### config.mk
export PLATFORM = sky130hd
export DESIGN_NAME = fmw_core
export DESIGN_NICKNAME = d
export VERILOG_FILES = /design/src/fmw_pkg.sv /design/src/fmw_core.sv
export SDC_FILE = /design/constraint.sdc
export NUM_CORES = 1
export LEC_CHECK = 0
export BUFFER_PORTS_ARGS = -buffer_cell sky130_fd_sc_hd__buf_2
export CAP_MARGIN = 5
export CORE_AREA = 2 2 127 129
export DETAILED_ROUTE_END_ITERATION = 6
export DIE_AREA = 0 0 129 131
export PLACE_DENSITY = 0.76
export SLEW_MARGIN = 30
export SYNTH_ARGS = -nofsm -noshare
export SYNTH_HDL_FRONTEND = slang
export SYNTH_SLANG_ARGS = --single-unit
### constraint.sdc
create_clock -name sys_clk -period 4.2 [get_ports sys_clk]
set_input_delay 0.84 -clock sys_clk [delete_from_list [all_inputs] [get_ports sys_clk]]
set_output_delay 0.84 -clock sys_clk [all_outputs]
set_load 0.01 [all_outputs]
### src/fmw_pkg.sv
// constants and carrier types for the fault mode and wake timing block
//
// Operation
// - leaving fail-safe sets the failure flag; fail output stays active until cleared
// - undervoltage or watchdog failure in normal or stop goes to restart
// - overvoltage in normal or stop goes to restart or fail-safe per setting
// - sleep request with no wake source enabled goes to restart instead
// - upper thermal shutdown sends the device to fail-safe
// - main regulator shorted to ground sends the device to fail-safe
// - fourth consecutive watchdog failure sends the device to fail-safe
// - fourth consecutive undervoltage event sends the device to fail-safe
// - fail-safe drives the shared pin only when configured as fail output
// - sensed wake input change interrupts in normal/stop, wakes from sleep
// - initial level sets the high-side output before cyclic sense starts
// - cyclic sense starts on any enabling on-time, whatever else is set
// - on-time above period sets the command error flag
// - wake inputs sampled once per cycle at end of on-time
// - cyclic sense wake sets the flag of that wake input
// - during cyclic sense the level status holds only sampled levels
// - wake event raised even if the input flag is already set
// - fail-safe stops cyclic sense; high-side faults disable that output
// - sleep request with wake or drain flags set wakes through restart
// - cyclic wake interrupts in normal/stop, wakes through restart from sleep
// - cyclic wake on-time is only an enable; 000, 110, 111 mean off
// - cyclic wake interrupts at each on-time start except the first
// - reset output held low throughout restart
// - restart moves to normal on its own once reset is released
package fmw_pkg;
   // timing
   localparam int CLK_MHZ = 100;
   localparam int T_RESTART_NS = 10000;
   localparam int RESTART_CYC = (T_RESTART_NS * CLK_MHZ + 999) / 1000;
   localparam int T_TICK_NS = 1000;
   localparam int TICK_CYC = (T_TICK_NS * CLK_MHZ + 999) / 1000;
   localparam int T_INT_NS = 100;
   localparam int INT_CYC = (T_INT_NS * CLK_MHZ + 999) / 1000;
   localparam logic [2:0] FAIL_CNT = 3'h3; // three failures seen before the fourth
   // register offsets
   localparam logic [3:0] A_STATE = 4'h0;
   localparam logic [3:0] A_FLAG = 4'h1;
   localparam logic [3:0] A_CFG = 4'h2;
   localparam logic [3:0] A_MAP = 4'h3;
   localparam logic [3:0] A_TMR0 = 4'h4;
   localparam logic [3:0] A_TMR1 = 4'h5;
   localparam logic [3:0] A_WAKE = 4'h6;
   // on-time codes that leave a timer off
   localparam logic [2:0] ON_OFF = 3'h0;
   localparam logic [2:0] ON_RSV6 = 3'h6;
   localparam logic [2:0] ON_RSV7 = 3'h7;
   // timer selection codes
   localparam logic [1:0] SEL_NONE = 2'h0;
   localparam logic [1:0] SEL_T0 = 2'h1;
   localparam logic [1:0] SEL_T1 = 2'h2;

   typedef enum logic [4:0] {
      ST_NORMAL = 5'b00001,
      ST_STOP = 5'b00010,
      ST_SLEEP = 5'b00100,
      ST_RESTART = 5'b01000,
      ST_FAIL = 5'b10000
   } fmw_state_e;
   typedef enum logic [1:0] {
      REQ_NONE = 2'h0,
      REQ_NORMAL = 2'h1,
      REQ_STOP = 2'h2,
      REQ_SLEEP = 2'h3
   } fmw_req_e;

   typedef struct packed {logic [3:0] addr; logic [15:0] wdata; logic wr; logic rd;} fmw_bus_s;
   typedef struct packed {
      logic uv; logic ov; logic wdFail; logic wdOk; logic tsdHi; logic scGnd;
      logic [1:0] hsFault; logic drain_monitor_status;
   } fmw_fault_s;
   typedef struct packed {logic [13:0] pad; fmw_req_e req;} fmw_cmd_s;
   typedef struct packed {
      logic [7:0] pad; logic [2:0] uvCnt; logic [2:0] wdCnt; logic cmdErr; logic failure;
   } fmw_flag_s;
   typedef struct packed {
      logic [9:0] pad; logic [1:0] cwEn; logic [1:0] wakeEn; logic foSel; logic ovSel;
   } fmw_cfg_s;
   typedef struct packed {
      logic [5:0] pad; logic [1:0][1:0] wkSel; logic [1:0] hsInit; logic [1:0][1:0] hsSel;
   } fmw_map_s;
   typedef struct packed {logic [4:0] pad; logic [2:0] onCode; logic [7:0] period;} fmw_tmr_s;
   typedef struct packed {
      logic [10:0] pad; logic drain_monitor_status; logic [1:0] lvl; logic [1:0] flag;
   } fmw_wake_s;

   // whole state of the core
   typedef struct packed {
      fmw_state_e st;
      logic [11:0] cnt;
      logic [2:0] wdCnt;
      logic [2:0] uvCnt;
      logic failFlag;
      logic cmdErr;
      fmw_cfg_s cfg;
      fmw_map_s map;
      fmw_tmr_s [1:0] tmr;
      logic [1:0][7:0] tCnt;
      logic [7:0] pre;
      logic [1:0] wkS1;
      logic [1:0] wkS2;
      logic [1:0] wkS3;
      logic [1:0] wkLvl;
      logic [1:0] lvlStat;
      logic [1:0] wkFlag;
      logic [3:0] intCnt;
      logic interrupt_out_n;
      logic reset_out_n;
      logic failOut;
      logic pinOut;
      logic pinOeN;
      logic [1:0] hsOut;
      logic [15:0] rdata;
   } fmw_core_s;

   // an on-time code enables its timer unless it is one of the off codes
   function automatic logic fmw_on_ok(input logic [2:0] c);
      return !(c == ON_OFF || c == ON_RSV6 || c == ON_RSV7);
   endfunction : fmw_on_ok
endpackage : fmw_pkg

### src/fmw_core.sv
// fault mode sequencing, cyclic sense and cyclic wake timers
`timescale 1ns/1ps
`default_nettype none
module fmw_core (
   // clock and reset
   input wire logic sys_clk,
   input wire logic rst_n,
   // register port
   input wire fmw_pkg::fmw_bus_s bus,
   output logic [15:0] rdata,
   // on-chip monitor event pulses
   input wire fmw_pkg::fmw_fault_s fault,
   // wake pins, bit 1 is the shared fail/wake pin input
   input wire logic [1:0] wakeIn,
   // host signals
   output logic interruptOutN,
   output logic resetOutN,
   output logic failOutput,
   // shared fail/wake pin driver
   output logic failPinOut,
   output logic failPinOeN,
   // high-side outputs
   output logic [1:0] highSideOut
);
   import fmw_pkg::*;

   // ****************************************************************
   // reset release and state
   // ****************************************************************
   logic rstMeta;
   logic rstSync;
   fmw_core_s r;
   fmw_core_s n;

   // two-flop release of the asynchronous reset
   always_ff @(posedge sys_clk or negedge rst_n)
   begin
      if (!rst_n)
      begin
         rstMeta <= 1'b0;
         rstSync <= 1'b0;
      end
      else
      begin
         rstMeta <= 1'b1;
         rstSync <= rstMeta;
      end
   end

   // ****************************************************************
   // combinational helpers
   // ****************************************************************
   logic tick;
   logic [1:0] tEn;
   logic [1:0] tOn;
   logic [1:0] tStart;
   logic [1:0] tEnd;
   logic [1:0] wkEv;
   logic cwEv;
   logic crit;
   logic hardFail;
   logic softFault;
   logic noSource;
   logic flagsSet;
   logic [7:0] tNext;
   logic [1:0] newLvl;
   logic cyc;
   logic tSel;
   fmw_req_e req;
   fmw_flag_s fw;
   fmw_wake_s ww;
   fmw_tmr_s tw;
   fmw_cmd_s cw;

   // next-state logic
   always_comb
   begin
      n = r;
      req = REQ_NONE;
      fw = fmw_flag_s'(bus.wdata);
      ww = fmw_wake_s'(bus.wdata);
      tw = fmw_tmr_s'(bus.wdata);
      cw = fmw_cmd_s'(bus.wdata);
      tNext = 8'h00;
      cyc = 1'b0;
      tSel = 1'b0;
      // prescaler for the timer tick
      tick = (r.pre == 8'(TICK_CYC - 1));
      n.pre = tick ? 8'h00 : r.pre + 8'h01;
      // two timers; enabling is itself the first start and raises no event
      for (int t = 0; t < 2; t++)
      begin
         tEn[t] = fmw_on_ok(r.tmr[t].onCode);
         tNext = (r.tCnt[t] + 8'h01 >= r.tmr[t].period) ? 8'h00 : r.tCnt[t] + 8'h01;
         tOn[t] = tEn[t] && (r.tCnt[t] < {5'h00, r.tmr[t].onCode});
         tStart[t] = tEn[t] && tick && (tNext == 8'h00);
         tEnd[t] = tEn[t] && tick && (r.tCnt[t] + 8'h01 == {5'h00, r.tmr[t].onCode});
         n.tCnt[t] = !tEn[t] ? 8'h00 : (tick ? tNext : r.tCnt[t]);
      end
      // cyclic wake event from either timer
      cwEv = |(r.cfg.cwEn & tStart);
      // wake input filtering and sensing
      for (int i = 0; i < 2; i++)
      begin
         newLvl[i] = (r.wkS2[i] == r.wkS3[i]) ? r.wkS3[i] : r.wkLvl[i];
         cyc = (r.map.wkSel[i] == SEL_T0) || (r.map.wkSel[i] == SEL_T1);
         tSel = (r.map.wkSel[i] == SEL_T1);
         wkEv[i] = 1'b0;
         if (cyc)
         begin
            // level status holds only what was sampled at the end of on-time
            if (tEnd[tSel])
            begin
               n.lvlStat[i] = r.wkLvl[i];
               wkEv[i] = (r.wkLvl[i] != r.lvlStat[i]);
            end
         end
         else
         begin
            n.lvlStat[i] = newLvl[i];
            wkEv[i] = r.cfg.wakeEn[i] && (newLvl[i] != r.wkLvl[i]);
         end
      end
      n.wkLvl = newLvl;
      // synchroniser chain for the wake pins
      n.wkS1 = wakeIn;
      n.wkS2 = r.wkS1;
      n.wkS3 = r.wkS2;
      // fault classes
      hardFail = fault.tsdHi || fault.scGnd;
      crit = hardFail || (fault.ov && r.cfg.ovSel)
         || (fault.wdFail && r.wdCnt == FAIL_CNT)
         || (fault.uv && r.uvCnt == FAIL_CNT);
      softFault = fault.uv || fault.wdFail || fault.ov;
      noSource = (r.cfg.wakeEn == 2'b00) && (r.cfg.cwEn == 2'b00)
         && (r.map.wkSel == '0);
      flagsSet = (r.wkFlag != 2'b00) || fault.drain_monitor_status;
      // ****************************************************************
      // register writes
      // ****************************************************************
      if (bus.wr)
      begin
         case (bus.addr)
            A_STATE: req = cw.req;
            A_FLAG:
            begin
               n.failFlag = r.failFlag && !fw.failure;
               n.cmdErr = r.cmdErr && !fw.cmdErr;
               if (fw.failure)
               begin
                  n.uvCnt = 3'h0;
               end
            end
            A_CFG: n.cfg = fmw_cfg_s'(bus.wdata);
            A_MAP: n.map = fmw_map_s'(bus.wdata);
            A_TMR0, A_TMR1:
            begin
               n.tmr[bus.addr == A_TMR1] = tw;
               if ({5'h00, tw.onCode} > tw.period)
               begin
                  n.cmdErr = 1'b1;
               end
            end
            A_WAKE: n.wkFlag = r.wkFlag & ~ww.flag;
            default: n.cfg = r.cfg;
         endcase
      end
      // wake flags: a new event wins over a clear in the same cycle
      n.wkFlag = n.wkFlag | wkEv;
      // high-side disable on a driver fault
      for (int h = 0; h < 2; h++)
      begin
         if (fault.hsFault[h])
         begin
            n.map.hsSel[h] = SEL_NONE;
            n.map.hsInit[h] = 1'b0;
         end
      end
      // watchdog failure counter
      if (fault.wdOk)
      begin
         n.wdCnt = 3'h0;
      end
      // ****************************************************************
      // mode sequencing
      // ****************************************************************
      case (r.st)
         ST_NORMAL, ST_STOP:
         begin
            if (fault.wdFail)
            begin
               n.wdCnt = r.wdCnt + 3'h1;
            end
            if (fault.uv)
            begin
               n.uvCnt = r.uvCnt + 3'h1;
            end
            if (crit)
            begin
               n.st = ST_FAIL;
            end
            else if (softFault)
            begin
               n.st = ST_RESTART;
            end
            else if (req == REQ_SLEEP)
            begin
               if (r.st == ST_STOP)
               begin
                  n.st = ST_RESTART;
                  n.cmdErr = 1'b1;
               end
               else if (noSource || flagsSet)
               begin
                  n.st = ST_RESTART;
               end
               else
               begin
                  n.st = ST_SLEEP;
               end
            end
            else if (req == REQ_STOP)
            begin
               n.st = ST_STOP;
            end
            else if (req == REQ_NORMAL)
            begin
               n.st = ST_NORMAL;
            end
            // sensed change or cyclic wake pulls the interrupt
            if ((|wkEv) || cwEv)
            begin
               n.intCnt = 4'(INT_CYC);
            end
         end
         ST_SLEEP:
         begin
            if (crit)
            begin
               n.st = ST_FAIL;
            end
            else if ((|wkEv) || cwEv || softFault)
            begin
               n.st = ST_RESTART;
            end
         end
         ST_RESTART:
         begin
            if (hardFail)
            begin
               n.st = ST_FAIL;
            end
            else if (r.cnt == 12'(RESTART_CYC - 1))
            begin
               n.st = ST_NORMAL;
            end
         end
         ST_FAIL:
         begin
            // cyclic sense stopped, inputs back to static sensing
            n.map.hsSel = '0;
            n.map.wkSel = '0;
            n.tmr[0].onCode = ON_OFF;
            n.tmr[1].onCode = ON_OFF;
            if ((|wkEv) && !hardFail)
            begin
               n.st = ST_RESTART;
               n.failFlag = 1'b1;
            end
         end
         default: n.st = ST_RESTART;
      endcase
      if (r.st == ST_FAIL && r.map.wkSel != '0)
      begin
         n.wkFlag = r.wkFlag;
      end
      // restart dwell counter
      n.cnt = (r.st == ST_RESTART && n.st == ST_RESTART) ? r.cnt + 12'h001 : 12'h000;
      // interrupt pulse stretcher
      if (n.intCnt == r.intCnt && r.intCnt != 4'h0)
      begin
         n.intCnt = r.intCnt - 4'h1;
      end
      n.interrupt_out_n = (n.intCnt == 4'h0);
      // reset low during restart, sleep and fail-safe
      n.reset_out_n = (n.st == ST_NORMAL) || (n.st == ST_STOP);
      n.failOut = n.failFlag || (n.st == ST_FAIL);
      n.pinOut = !n.failOut;
      n.pinOeN = !n.cfg.foSel;
      // high side: initial level until the mapped timer runs
      for (int h = 0; h < 2; h++)
      begin
         if (n.map.hsSel[h] == SEL_T0 || n.map.hsSel[h] == SEL_T1)
         begin
            n.hsOut[h] = tEn[n.map.hsSel[h] == SEL_T1]
               ? tOn[n.map.hsSel[h] == SEL_T1] : n.map.hsInit[h];
         end
         else
         begin
            n.hsOut[h] = 1'b0;
         end
      end
      // ****************************************************************
      // register reads, data valid the cycle after the strobe
      // ****************************************************************
      n.rdata = 16'h0000;
      if (bus.rd)
      begin
         case (bus.addr)
            A_STATE: n.rdata = {11'h000, r.st};
            A_FLAG: n.rdata = {8'h00, r.uvCnt, r.wdCnt, r.cmdErr, r.failFlag};
            A_CFG: n.rdata = r.cfg;
            A_MAP: n.rdata = r.map;
            A_TMR0: n.rdata = r.tmr[0];
            A_TMR1: n.rdata = r.tmr[1];
            A_WAKE: n.rdata = {11'h000, fault.drain_monitor_status, r.lvlStat, r.wkFlag};
            default: n.rdata = 16'h0000;
         endcase
      end
   end

   // state register
   always_ff @(posedge sys_clk or negedge rstSync)
   begin
      if (!rstSync)
      begin
         r <= '0;
         r.st <= ST_RESTART;
         r.interrupt_out_n <= 1'b1;
         r.pinOut <= 1'b1;
         r.pinOeN <= 1'b1;
      end
      else
      begin
         r <= n;
      end
   end

   // outputs straight from the state register
   assign rdata = r.rdata;
   assign interruptOutN = r.interrupt_out_n;
   assign resetOutN = r.reset_out_n;
   assign failOutput = r.failOut;
   assign failPinOut = r.pinOut;
   assign failPinOeN = r.pinOeN;
   assign highSideOut = r.hsOut;
endmodule : fmw_core
`default_nettype wire

# == Word level (Yosys, flattened, before mapping) ==
# Index checks and enable logic that the tools add are counted.
# totals
reg_bits,154
out_inout_bits,23
wordCells,271
# op_classes
addsub,7
n_lt_le_gt_ge,11
n_eq_ne,45
muxes,86
bitwise_logic,4
n_reduce_logical,75
# op_table
cell,n
case mux 16 bit (7 select lines),1
2-to-1 mux 69 bit,1
2-to-1 mux 16 bit,4
2-to-1 mux 8 bit,7
2-to-1 mux 5 bit,10
2-to-1 mux 1 bit,36
bitwise mux 32 bit,1
2-to-1 mux 32 bit,1
2-to-1 mux 4 bit,8
adder 8 x 1 -> 8 bit (second input constant),3
logical AND 1 bit,22
logical OR 1 bit,20
case mux 5 bit (4 select lines),1
2-to-1 mux 3 bit,6
demux 16 bit (select 1 bit),1
== test 8 x 3 -> 1 bit,2
>= comparator 8 bit,2
zero test 8 bit,2
< comparator 8 x 3 -> 1 bit,2
adder 12 x 1 -> 12 bit (second input constant),1
== test 12 x 10 -> 1 bit (second input constant),1
== test 2 bit (second input constant),6
== test 3 bit (second input constant),4
== test 4 x 3 -> 1 bit (second input constant),3
34 further kinds,83

# == Depth between registers and ports, before layout ==
# Gate-level depths: netlist of the first run.
# depth
ltp_word,19
mapped_depth,14
depth_no_buf,14

# == Worst setup path after synthesis of the first run ==
# Ideal clock, no wire load.
# synth_path
kind,reg2reg
startpoint,register r[47] in the netlist's numbering
endpoint,register r[25] in the netlist's numbering
arrival_ps,3094
slack_ps,1010
stages_incl_launch_ff,14
period_less_slack_ps,3190
cell_sequence,dfrtp_1 -> ha_1 -> and3_1 -> clkbuf_1 -> nand3_1 -> xnor2_1 -> ha_1 -> and4_1 -> a221o_1 -> a21oi_1 -> o2111a_1 -> a31o_4 -> a31oi_4 -> o31ai_1
# synth_rtl
item,line_no,source
from (decl),fmw_core.sv:32,fmw_core_s r;
from (signal assigned),fmw_core.sv:335,r <= n;

==> results of run 1 <==
## synth_stat cells (4+ instances only)
| cell | instances | area [um2] |
|---|---|---|
| buf_4 | 18 | 135.1 |
| xnor2_1 | 20 | 175.2 |
| inv_1 | 43 | 161.4 |
| nand2b_1 | 7 | 43.79 |
| dfrtp_1 | 150 | 3754 |
| a22oi_1 | 15 | 112.6 |
| nand3b_1 | 8 | 60.06 |
| clkbuf_1 | 33 | 123.9 |
| mux2i_1 | 12 | 120.1 |
| and3_1 | 10 | 62.56 |
| nand2_1 | 112 | 420.4 |
| mux2_2 | 37 | 416.7 |
| dfstp_2 | 4 | 105.1 |
| xor2_1 | 19 | 166.4 |
| ha_1 | 40 | 500.5 |
| a211oi_1 | 4 | 30.03 |
| nor3_1 | 19 | 95.09 |
| nor2_1 | 71 | 266.5 |
| nand4_1 | 8 | 50.05 |
| o21ai_0 | 56 | 280.3 |
| nor4_1 | 8 | 50.05 |
| a21oi_1 | 46 | 230.2 |
| o31ai_1 | 4 | 30.03 |
| nor2b_1 | 7 | 43.79 |
| a222oi_1 | 10 | 100.1 |
| nand4b_1 | 4 | 35.03 |
| nand3_1 | 37 | 185.2 |
## how the worst max path moves through the flow
stage                from     end  slack, ps  cells past startpoint
detailed placement  r[55]  r[150]        920                     14
finish              r[55]  r[149]        800                     14
global route        r[55]  r[149]        590                     14
floorplan           r[47]   r[25]       1010                     13
global placement    r[55]   r[25]        980                     14
CTS                 r[55]   r[25]        880                     14
## placed cells by master (no fill, tap or decap), types with 3 or more instances in the layout
master,n
a21o_1,3
dfstp_2,4
xor2_1,19
a211oi_1,4
o21ai_0,56
nand2_1,112
nor2b_1,7
o32ai_1,3
dfrtp_1,149
clkbuf_16,17
a222oi_1,10
nor4_1,8
nor2_1,71
mux2_2,37
clkinv_2,3
buf_2,57
or3_1,3
nor3b_1,3
clkinv_4,5
and3_1,10
mux2i_1,12
ha_1,40
nand3_1,36
and3b_1,3
buf_4,8
nand4_1,8
a22oi_1,15
xnor2_1,20
nand4b_1,4
o31ai_1,4
nand2b_1,7
and2_1,3
nand3b_1,8
inv_1,43
a21oi_1,46
nor3_1,19
## registers in the layout (all words and copies together) (netlist names)
register	flops
r	125
rdata	16
n	4
highSideOut	2
failOutput	1
failPinOeN	1
failPinOut	1
interruptOutN	1
resetOutN	1
rstMeta	1
rstSync	1
## layer usage
| metal | up-vias | wire length (um) |
|---|---|---|
| met2 | 309 | 9468 |
| met1 | 3162 | 8617 |
| met4 | 0 | 604 |
| met3 | 49 | 1764 |
| met5 | - | 0 |
| li1 | 3087 | - |
## cell families (layout without fill, tap and decap cells)
kind of cell             after synthesis  in the layout  synth area share (%)
XOR/XNOR                              39             39                 4.091
other                                  1              1               0.04491
multiplexers                          49             49                 6.428
adder cells (fa/ha/maj)               42             42                 6.233
AND/OR/NAND/NOR                      318            318                 18.52
AO/OA/AOI/OAI                        164            164                 13.26
flip-flops                           154            154                 46.21
buffers and inverters                 97            142                 5.214
## critical path, stage by stage (launching register included)
cell and delay [ps]:
dfrtp_1 480, ha_1 330, and3_1 260, nand3_1 110, xor2_1 230, inv_1 120, ha_1 320, a21oi_1 130
nand2_1 60, a211o_1 300, o211ai_1 170, o2111a_1 280, nand3_1 150, o32ai_1 180, nor2b_1 190
## cell type report
| class | instances | area (um2) | area share, % |
|---|---|---|---|
| Multi-Input combinational cell | 613 | 4061 | 43.66 |
| Tap cell | 216 | 270.3 | 2.906 |
| Timing Repair Buffer | 67 | 392.9 | 4.224 |
| Clock buffer | 18 | 439.2 | 4.722 |
| Clock inverter | 14 | 113.9 | 1.224 |
| Sequential cell | 154 | 3862 | 41.53 |
| Inverter | 43 | 161.4 | 1.735 |
## power breakdown
| part | leakage [nW] | switching (mW) | total (mW) | internal, mW |
|---|---|---|---|---|
| sequential | 2.00 | 0.159 | 1.82 | 1.66 |
| combinational | 2.01 | 0.412 | 0.684 | 0.272 |
| clock | 0.270 | 0.663 | 1.45 | 0.783 |
| total | 4.28 | 1.23 | 3.95 | 2.72 |
==> out/qor.csv, run 1 <==
metric,value,unit
status,completed,
Post-CTS Hold Fix Bufs,0,
CP Launch Type,flip-flop,
postcts setup bufs,0,
CP Data Arrival Time,3750,ps
initial drt markers,666,
worst r2r src,r[55],
Final Hold Violating Endpoints,0,
Routed WL,20.45,mm
io pins,58,
initial antenna violation count,0,
Global Route met3 Usage,5.660,%
Final setup viols,0,
CTS tree,yes,
CTS buffer count,17,
largest net degree at the start of global routing,75,
DRC Markers,0,
number of buffers added on ports,57,
Reg2Reg Setup Slack,800,ps
Root Driver,clkbuf_16,
grt ovf,0,
CP required,4550,ps
Max-cap violations,0,
Die Y,131,um
Critical Path Sink Type,flip-flop,
RR Endpoint,r[149],
CTS sink cnt,154,
YS warnings,0,
filler cell count,1319,
Clock Pin Slew Worst Setup and Hold Paths,60,ps
via count,6607,
final core occ,59.63,%
busiest grt layer,met2,
Die W,129,um
R2R cell count,14,
final cycle utilization of the critical path,80.88,%
Pwr Total,3.953,mW
asr flop ratio synth,100.0,%
synthesized area,8351,um2
ANT nets after route,0,
worst slew pin tran,815.4,ps
# diodes,0,
first-pass GRT wire length,32.94,mm
syn_area_per_cell,9.665,um2
fraction of layout cells with a size suffix above 1,17.49,%
VDD IR max,0.3246,mV
TNS Setup,0,ps
sequential share of the synthesized area,46.21,%
highest clock rate,294.4,MHz
post-CTS resize count,0,
Worst Clk Skew,13.04,ps
dpl cell area,8716,um2
Setup WS post-layout,802.8,ps
Post-Syn Nets,939,
Pre-Repair DR Iteration Count,6,
Most used DFF post-synth,dfrtp_1,
Final min period,3397,ps
met2 GRT Util,40.80,%
hold slack,179.3,ps
Tot GR Track Use,25.56,%
Slew HR,45.47,%
CTS Buffer Depth,2,
post-synthesis cell type count,66,
Synth Register Bits,154,
met1 usage,34.44,%
Core Rows,46,
DR WL/cell,18.18,um
Area Growth Syn to Fin,11.39,%
cell area after layout,9301,um2
"EDFF count, synth",0,
gpl congestion,0.9530,
crit path kind,reg2reg,
H-tree depth,4,
Cells after DPL,1092,
Initial Utilization,53.54,%
nets,971,
dpl ws,916.3,ps
PwrDens,425.0,nW/um2
Crit Path Max Fanout,9,
Layout Cells excl Fill,1125,
"Slew Viols, Final",0,
Worst Hold Class,in2async,
Leak Pwr,4.284,nW
Syn Inst Count,864,
RSZ-0062 raised after global routing,false,
Vias/cell,5.873,
die area,16900,um2
HPWL after DPL,14.43,mm
vias in the first global route,6331,
clk_lat worst skew,440,ps
core area,15600,um2
Power figures use the tool's default switching activity.
==> run 2: changes to the inputs <==
- CORE_AREA: 2 2 127 129 -> 2 2 121 123
- DIE_AREA: 0 0 129 131 -> 0 0 123 125
- PLACE_DENSITY: 0.76 -> 0.8
- clock period: 4.2 -> 3.5 ns (I/O delays scaled with it)
==> run 2 against run 1 <==
Net effect: critical path depth shrank 2; final cell count fell by 2.7%; wire length fell by 1.0%; sequential cell count unchanged; die area decreased by 9.0%; via count is 0.79% higher; largest cell class unchanged.
==> out/qor.csv, run 2 (same netlist as run 1, synthesis figures left out) <==
metric,value,unit,change
status,completed,,
nets,974,,+0.31%
Critical Path Sink Type,flip-flop,,
number of flip-flops in the largest register,125,,unchanged
Pre-Repair DR Iteration Count,7,,+1
Crit Path Max Fanout,6,,-3
final cycle utilization of the critical path,93.17,%,+12 points
R2R cell count,12,,-2
number of buffers added on ports,57,,unchanged
CP required,3850,ps,-700 ps
Worst Hold Class,in2async,,
crit path buf inv count,0,,-1
TNS Setup,0,ps,unchanged
DRC Markers,0,,unchanged
CTS tree,yes,,
initial antenna violation count,0,,unchanged
Setup WS post-layout,239.0,ps,-563.8 ps
VDD IR max,0.3968,mV,+22%
DR WL/cell,18.49,um,+1.7%
Levels on crit path,12,,-2
# diodes,0,,unchanged
crit path kind,reg2reg,,
"Slew Viols, Final",0,,unchanged
Die Y,125,um,-4.6%
core area,14200,um2,-8.9%
Slew HR,43.14,%,-2.3 points
Worst Clk Skew,10.29,ps,-2.750 ps
"commonest non-fill, non-tap cells in the layout","dfrtp_1 (149), nand2_1 (112), nor2_1 (71)",,
die area,15380,um2,-9.0%
CP max-delay cell,dfrtp_1,,
"Critical Path, Cell by Cell",ha_1 > and3_1 > nand3_1 > xnor2_1 > ha_1 > and4_1 > a221o_1 > a21oi_1 > o2111a_2 > nand3_1 > o32ai_1 > nor2b_1,,
Root Driver,clkbuf_16,,
CP top delay family,compound AO/OA/AOI/OAI gates,,
largest net degree at the start of global routing,131,,+75%
CTS Buffer Depth,2,,unchanged
grt ovf,0,,unchanged
Initial Utilization,58.79,%,+5.3 points
ANT nets after route,0,,unchanged
worst slew pin tran,850.9,ps,+35.49 ps
Vias/cell,6.081,,+3.5%
CP Data Arrival Time,3610,ps,-140 ps
CTS sink cnt,154,,unchanged
Max-cap violations,0,,unchanged
"most common cell after layout, fill and taps aside",dfrtp_1,,
via count,6659,,+0.79%
highest clock rate,306.7,MHz,+4.2%
Tot GR Track Use,28.29,%,+2.7 points
Biggest register,r,,
Die W,123,um,-4.7%
worst r2r src,r[47],,
Core Rows,44,,-4.3%
CP Launch Type,flip-flop,,
HPWL after DPL,14.26,mm,-1.2%
Post-CTS Hold Fix Bufs,0,,unchanged
Clock Pin Slew Worst Setup and Hold Paths,60,ps,about the same
CTS buffer count,17,,unchanged
initial drt markers,640,,-3.9%
Final Hold Violating Endpoints,0,,unchanged
RSZ-0062 raised after global routing,false,,
"slowest stage delay, CP",440,ps,-40 ps
Leak Pwr,4.317,nW,+0.78%
Routed WL,20.25,mm,-1.0%
Final setup viols,0,,unchanged
io pins,58,,unchanged
clk_lat worst skew,430,ps,about the same
dpl ws,186.1,ps,-730.2 ps
vias in the first global route,6636,,+4.8%
first-pass GRT wire length,33.75,mm,+2.4%
Cells after DPL,1064,,-2.6%
gpl congestion,0.9425,,-1.1%
H-tree depth,4,,unchanged
fraction of layout cells with a size suffix above 1,17.67,%,+0.18 points
PwrDens,523.9,nW/um2,+23%
Area Growth Syn to Fin,11.73,%,
Pwr Total,4.888,mW,+24%
Final min period,3261,ps,-136.2 ps
launch point of the critical path,r[47],,
Layout Cells excl Fill,1095,,-2.7%
Reg2Reg Setup Slack,240,ps,-560 ps
==> run 2: cell count changes in the layout (fill, tap and decap cells not counted), moves of 2 or more <==
| cell | previous run | this run |
|---|---|---|
| buf_4 | 8 | 12 |
| bufinv_16 | 0 | 3 |
| clkbuf_1 | 0 | 2 |
| clkinv_4 | 5 | 3 |
| clkinvlp_4 | 2 | 0 |
| inv_6 | 2 | 0 |
==> run 2: report_power, final <==
group / total [mW] / leakage, nW / switching, mW / internal (mW)
logic: 0.813 / 2.01 / 0.491 / 0.322
clock network: 1.89 / 0.299 / 0.728 / 1.16
registers: 2.19 / 2.00 / 0.189 / 2.00
==> run 2: what timing repair did <==
action / CTS / global route
endpoints found under the setup margin: 0 / 5
gates resized for setup: 0 / 4
setup buffers: 0 / 0
==> run 2: routing by layer <==
layer	GRT usage (%)	wire length, um	share of wire [%]	vias up
met5	0	0	0	-
met4	9.559	347	1.7	0
met3	6.478	1715	8.5	37
met2	43.22	9480	47	289
met1	39.95	8704	43	3239
li1	-	-	-	3094
==> run 2: final timing paths <==
check / end
worst min register to register: r[126]
min in group sys_clk: n[33]
worst max register to register: r[149]
worst min-delay path: rstMeta
worst max-delay path: r[149]
max in group asynchronous: r[61]
==> run 2: final cells by class <==
class | instances | area (um2)
Tap cell | 184 | 230.2
Clock inverter | 10 | 142.6
Multi-Input combinational cell | 613 | 4078
Sequential cell | 154 | 3862
Timing Repair Buffer | 70 | 395.4
Fill cell | 1128 | 4873
Clock buffer | 21 | 460.4
Inverter | 43 | 161.4
==> run 2: stage by stage <==
step	hold slack, ps	util [%]	cell area (um2)
after global placement	224.6	61.29	8706
after global routing	38.27	65.69	9330
after detailed placement	225.5	61.29	8706
after floorplan	331.1	-	8352
final	48.60	65.69	9330
after CTS	33.35	65.54	9309
==> run 3: changes to the inputs <==
- PLACE_DENSITY: 0.8 -> 0.84
==> run 3 against run 2 <==
Net effect: the run now ends with design-rule violations left; utilization fell by 0.54 points; cell area down 0.82%; highest routed layer unchanged; via count rose by 0.17%; wire length increased by 0.36%; largest cell class unchanged; largest power group unchanged.
==> out/qor.csv, run 3 (same netlist as run 1, synthesis figures left out) <==
metric,value,unit,change
DRC Markers,13,,+13
number of buffers added on ports,57,,unchanged
postcts setup bufs,0,,unchanged
largest net degree at the start of global routing,68,,-48%
CTS sink cnt,154,,unchanged
Die Y,125,um,unchanged
"Slew Viols, Final",0,,unchanged
Max-cap violations,0,,unchanged
Die W,123,um,unchanged
# diodes,0,,unchanged
Root Driver,clkbuf_16,,
final core occ,65.15,%,-0.54 points
io pins,58,,unchanged
Routed WL,20.32,mm,+0.36%
VDD IR max,0.4404,mV,+11%
Slew HR,43.33,%,+0.20 points
first-pass GRT wire length,33.14,mm,-1.8%
CP required,3850,ps,about the same
final cycle utilization of the critical path,93.73,%,+0.56 points
Biggest register,r,,
vias in the first global route,6557,,-1.2%
CTS tree,yes,,
Final setup viols,0,,unchanged
crit path kind,reg2reg,,
grt ovf,0,,unchanged
filler cell count,1134,,+0.53%
fraction of layout cells with a size suffix above 1,17.91,%,+0.24 points
CP Launch Type,flip-flop,,
"most common cell after layout, fill and taps aside",dfrtp_1,,
gpl congestion,0.9696,,+2.9%
H-tree depth,4,,unchanged
Clock Pin Slew Worst Setup and Hold Paths,70,ps,about the same
RSZ-0062 raised after global routing,false,,
Final min period,3281,ps,+19.55 ps
Worst Hold Class,in2async,,
Vias/cell,6.097,,+0.26%
die area,15380,um2,unchanged
Tot GR Track Use,28.06,%,-0.24 points
Pre-Repair DR Iteration Count,7,,unchanged
CTS Buffer Depth,2,,unchanged
Worst Clk Skew,8.490,ps,-1.801 ps
CP Data Arrival Time,3630,ps,+20 ps
Initial Utilization,58.79,%,unchanged
Critical Path Sink Type,flip-flop,,
Core Rows,44,,unchanged
PwrDens,512.4,nW/um2,-2.2%
worst slew pin tran,847.5,ps,-3.442 ps
initial drt markers,680,,+6.3%
Crit Path Max Fanout,9,,+3
initial antenna violation count,0,,unchanged
failing checks,design-rule violations,,
TNS Setup,0,ps,unchanged
DR WL/cell,18.57,um,+0.45%
via count,6670,,+0.17%
Area Growth Syn to Fin,10.82,%,
highest clock rate,304.8,MHz,-0.60%
core area,14200,um2,unchanged
clk_lat worst skew,440,ps,about the same
HPWL after DPL,14.48,mm,+1.5%
Final Hold Violating Endpoints,0,,unchanged
status,"complete, but fails checks",,
"commonest non-fill, non-tap cells in the layout","dfrtp_1 (147), nand2_1 (112), nor2_1 (71)",,
ANT nets after route,0,,unchanged
number of flip-flops in the largest register,125,,unchanged
nets,972,,-0.21%
Leak Pwr,4.270,nW,-1.1%
CTS buffer count,17,,unchanged
## run 3: report_power, final
group | switching [mW] | total (mW) | internal (mW)
clock | 0.814 | 1.75 | 0.933
combinational | 0.488 | 0.811 | 0.324
sequential | 0.186 | 2.18 | 2.00
total | 1.49 | 4.74 | 3.25
## run 3: critical path, cell delays in order, from the launching register on
cell      delay, ps
dfrtp_2         440
ha_2            270
and3_1          250
nand3_1         120
xor2_1          230
inv_1           120
ha_1            330
a21oi_1         150
nand2_1          70
a211o_1         300
o211ai_1        170
o2111a_1        270
nand3_1         150
nor4_1          200
o311ai_1        120
## run 3: final timing paths
path,from,cells past startpoint,to,slack (ps)
min in group sys_clk,n[35],0,n[33],350
setup / recovery,r[55],14,r[150],220
setup reg to reg,r[55],14,r[150],220
hold reg to reg,rstSync,0,r[122],350
hold / removal,rst_n,1,rstSync,40
max in group asynchronous,rstSync,1,r[56],2170
## run 3: layout make-up
cell class,instances,area (um2),share of cell area (%)
Clock buffer,17,425.4,4.597
Clock inverter,15,131.4,1.420
Inverter,43,161.4,1.744
Tap cell,184,230.2,2.488
Sequential cell,154,3865,41.77
Timing Repair Buffer,68,380.4,4.110
Multi-Input combinational cell,613,4060,43.88
## run 3: repair_timing
item | in CTS | in global routing
resized for setup | 0 | 4
endpoints found under the hold margin | 0 | 0
setup endpoints to repair | 0 | 5
hold buffers | 0 | 0
## run 3: through the flow
stage	instance area (um2)	setup slack [ps]	hold WS (ps)	total power, mW	cells
floorplan	8352	310.4	331.1	2.732	864
global placement	8691	268.8	332.6	2.969	1062
detailed placement	8691	113.9	334.7	3.002	1062
CTS	9248	108.5	18.47	4.761	1094
global route	9254	1.791	28.65	4.952	1094
finish	9254	219.5	35.02	4.742	1094
## run 3: layer usage
metal  share of wire (%)  up-vias  GRT usage (%)
li1                    -     3102              -
met1                  43     3283          38.33
met2                  47      238          44.17
met3                 7.4       47          6.204
met4                 2.5        0          10.09
met5                   0        -              0
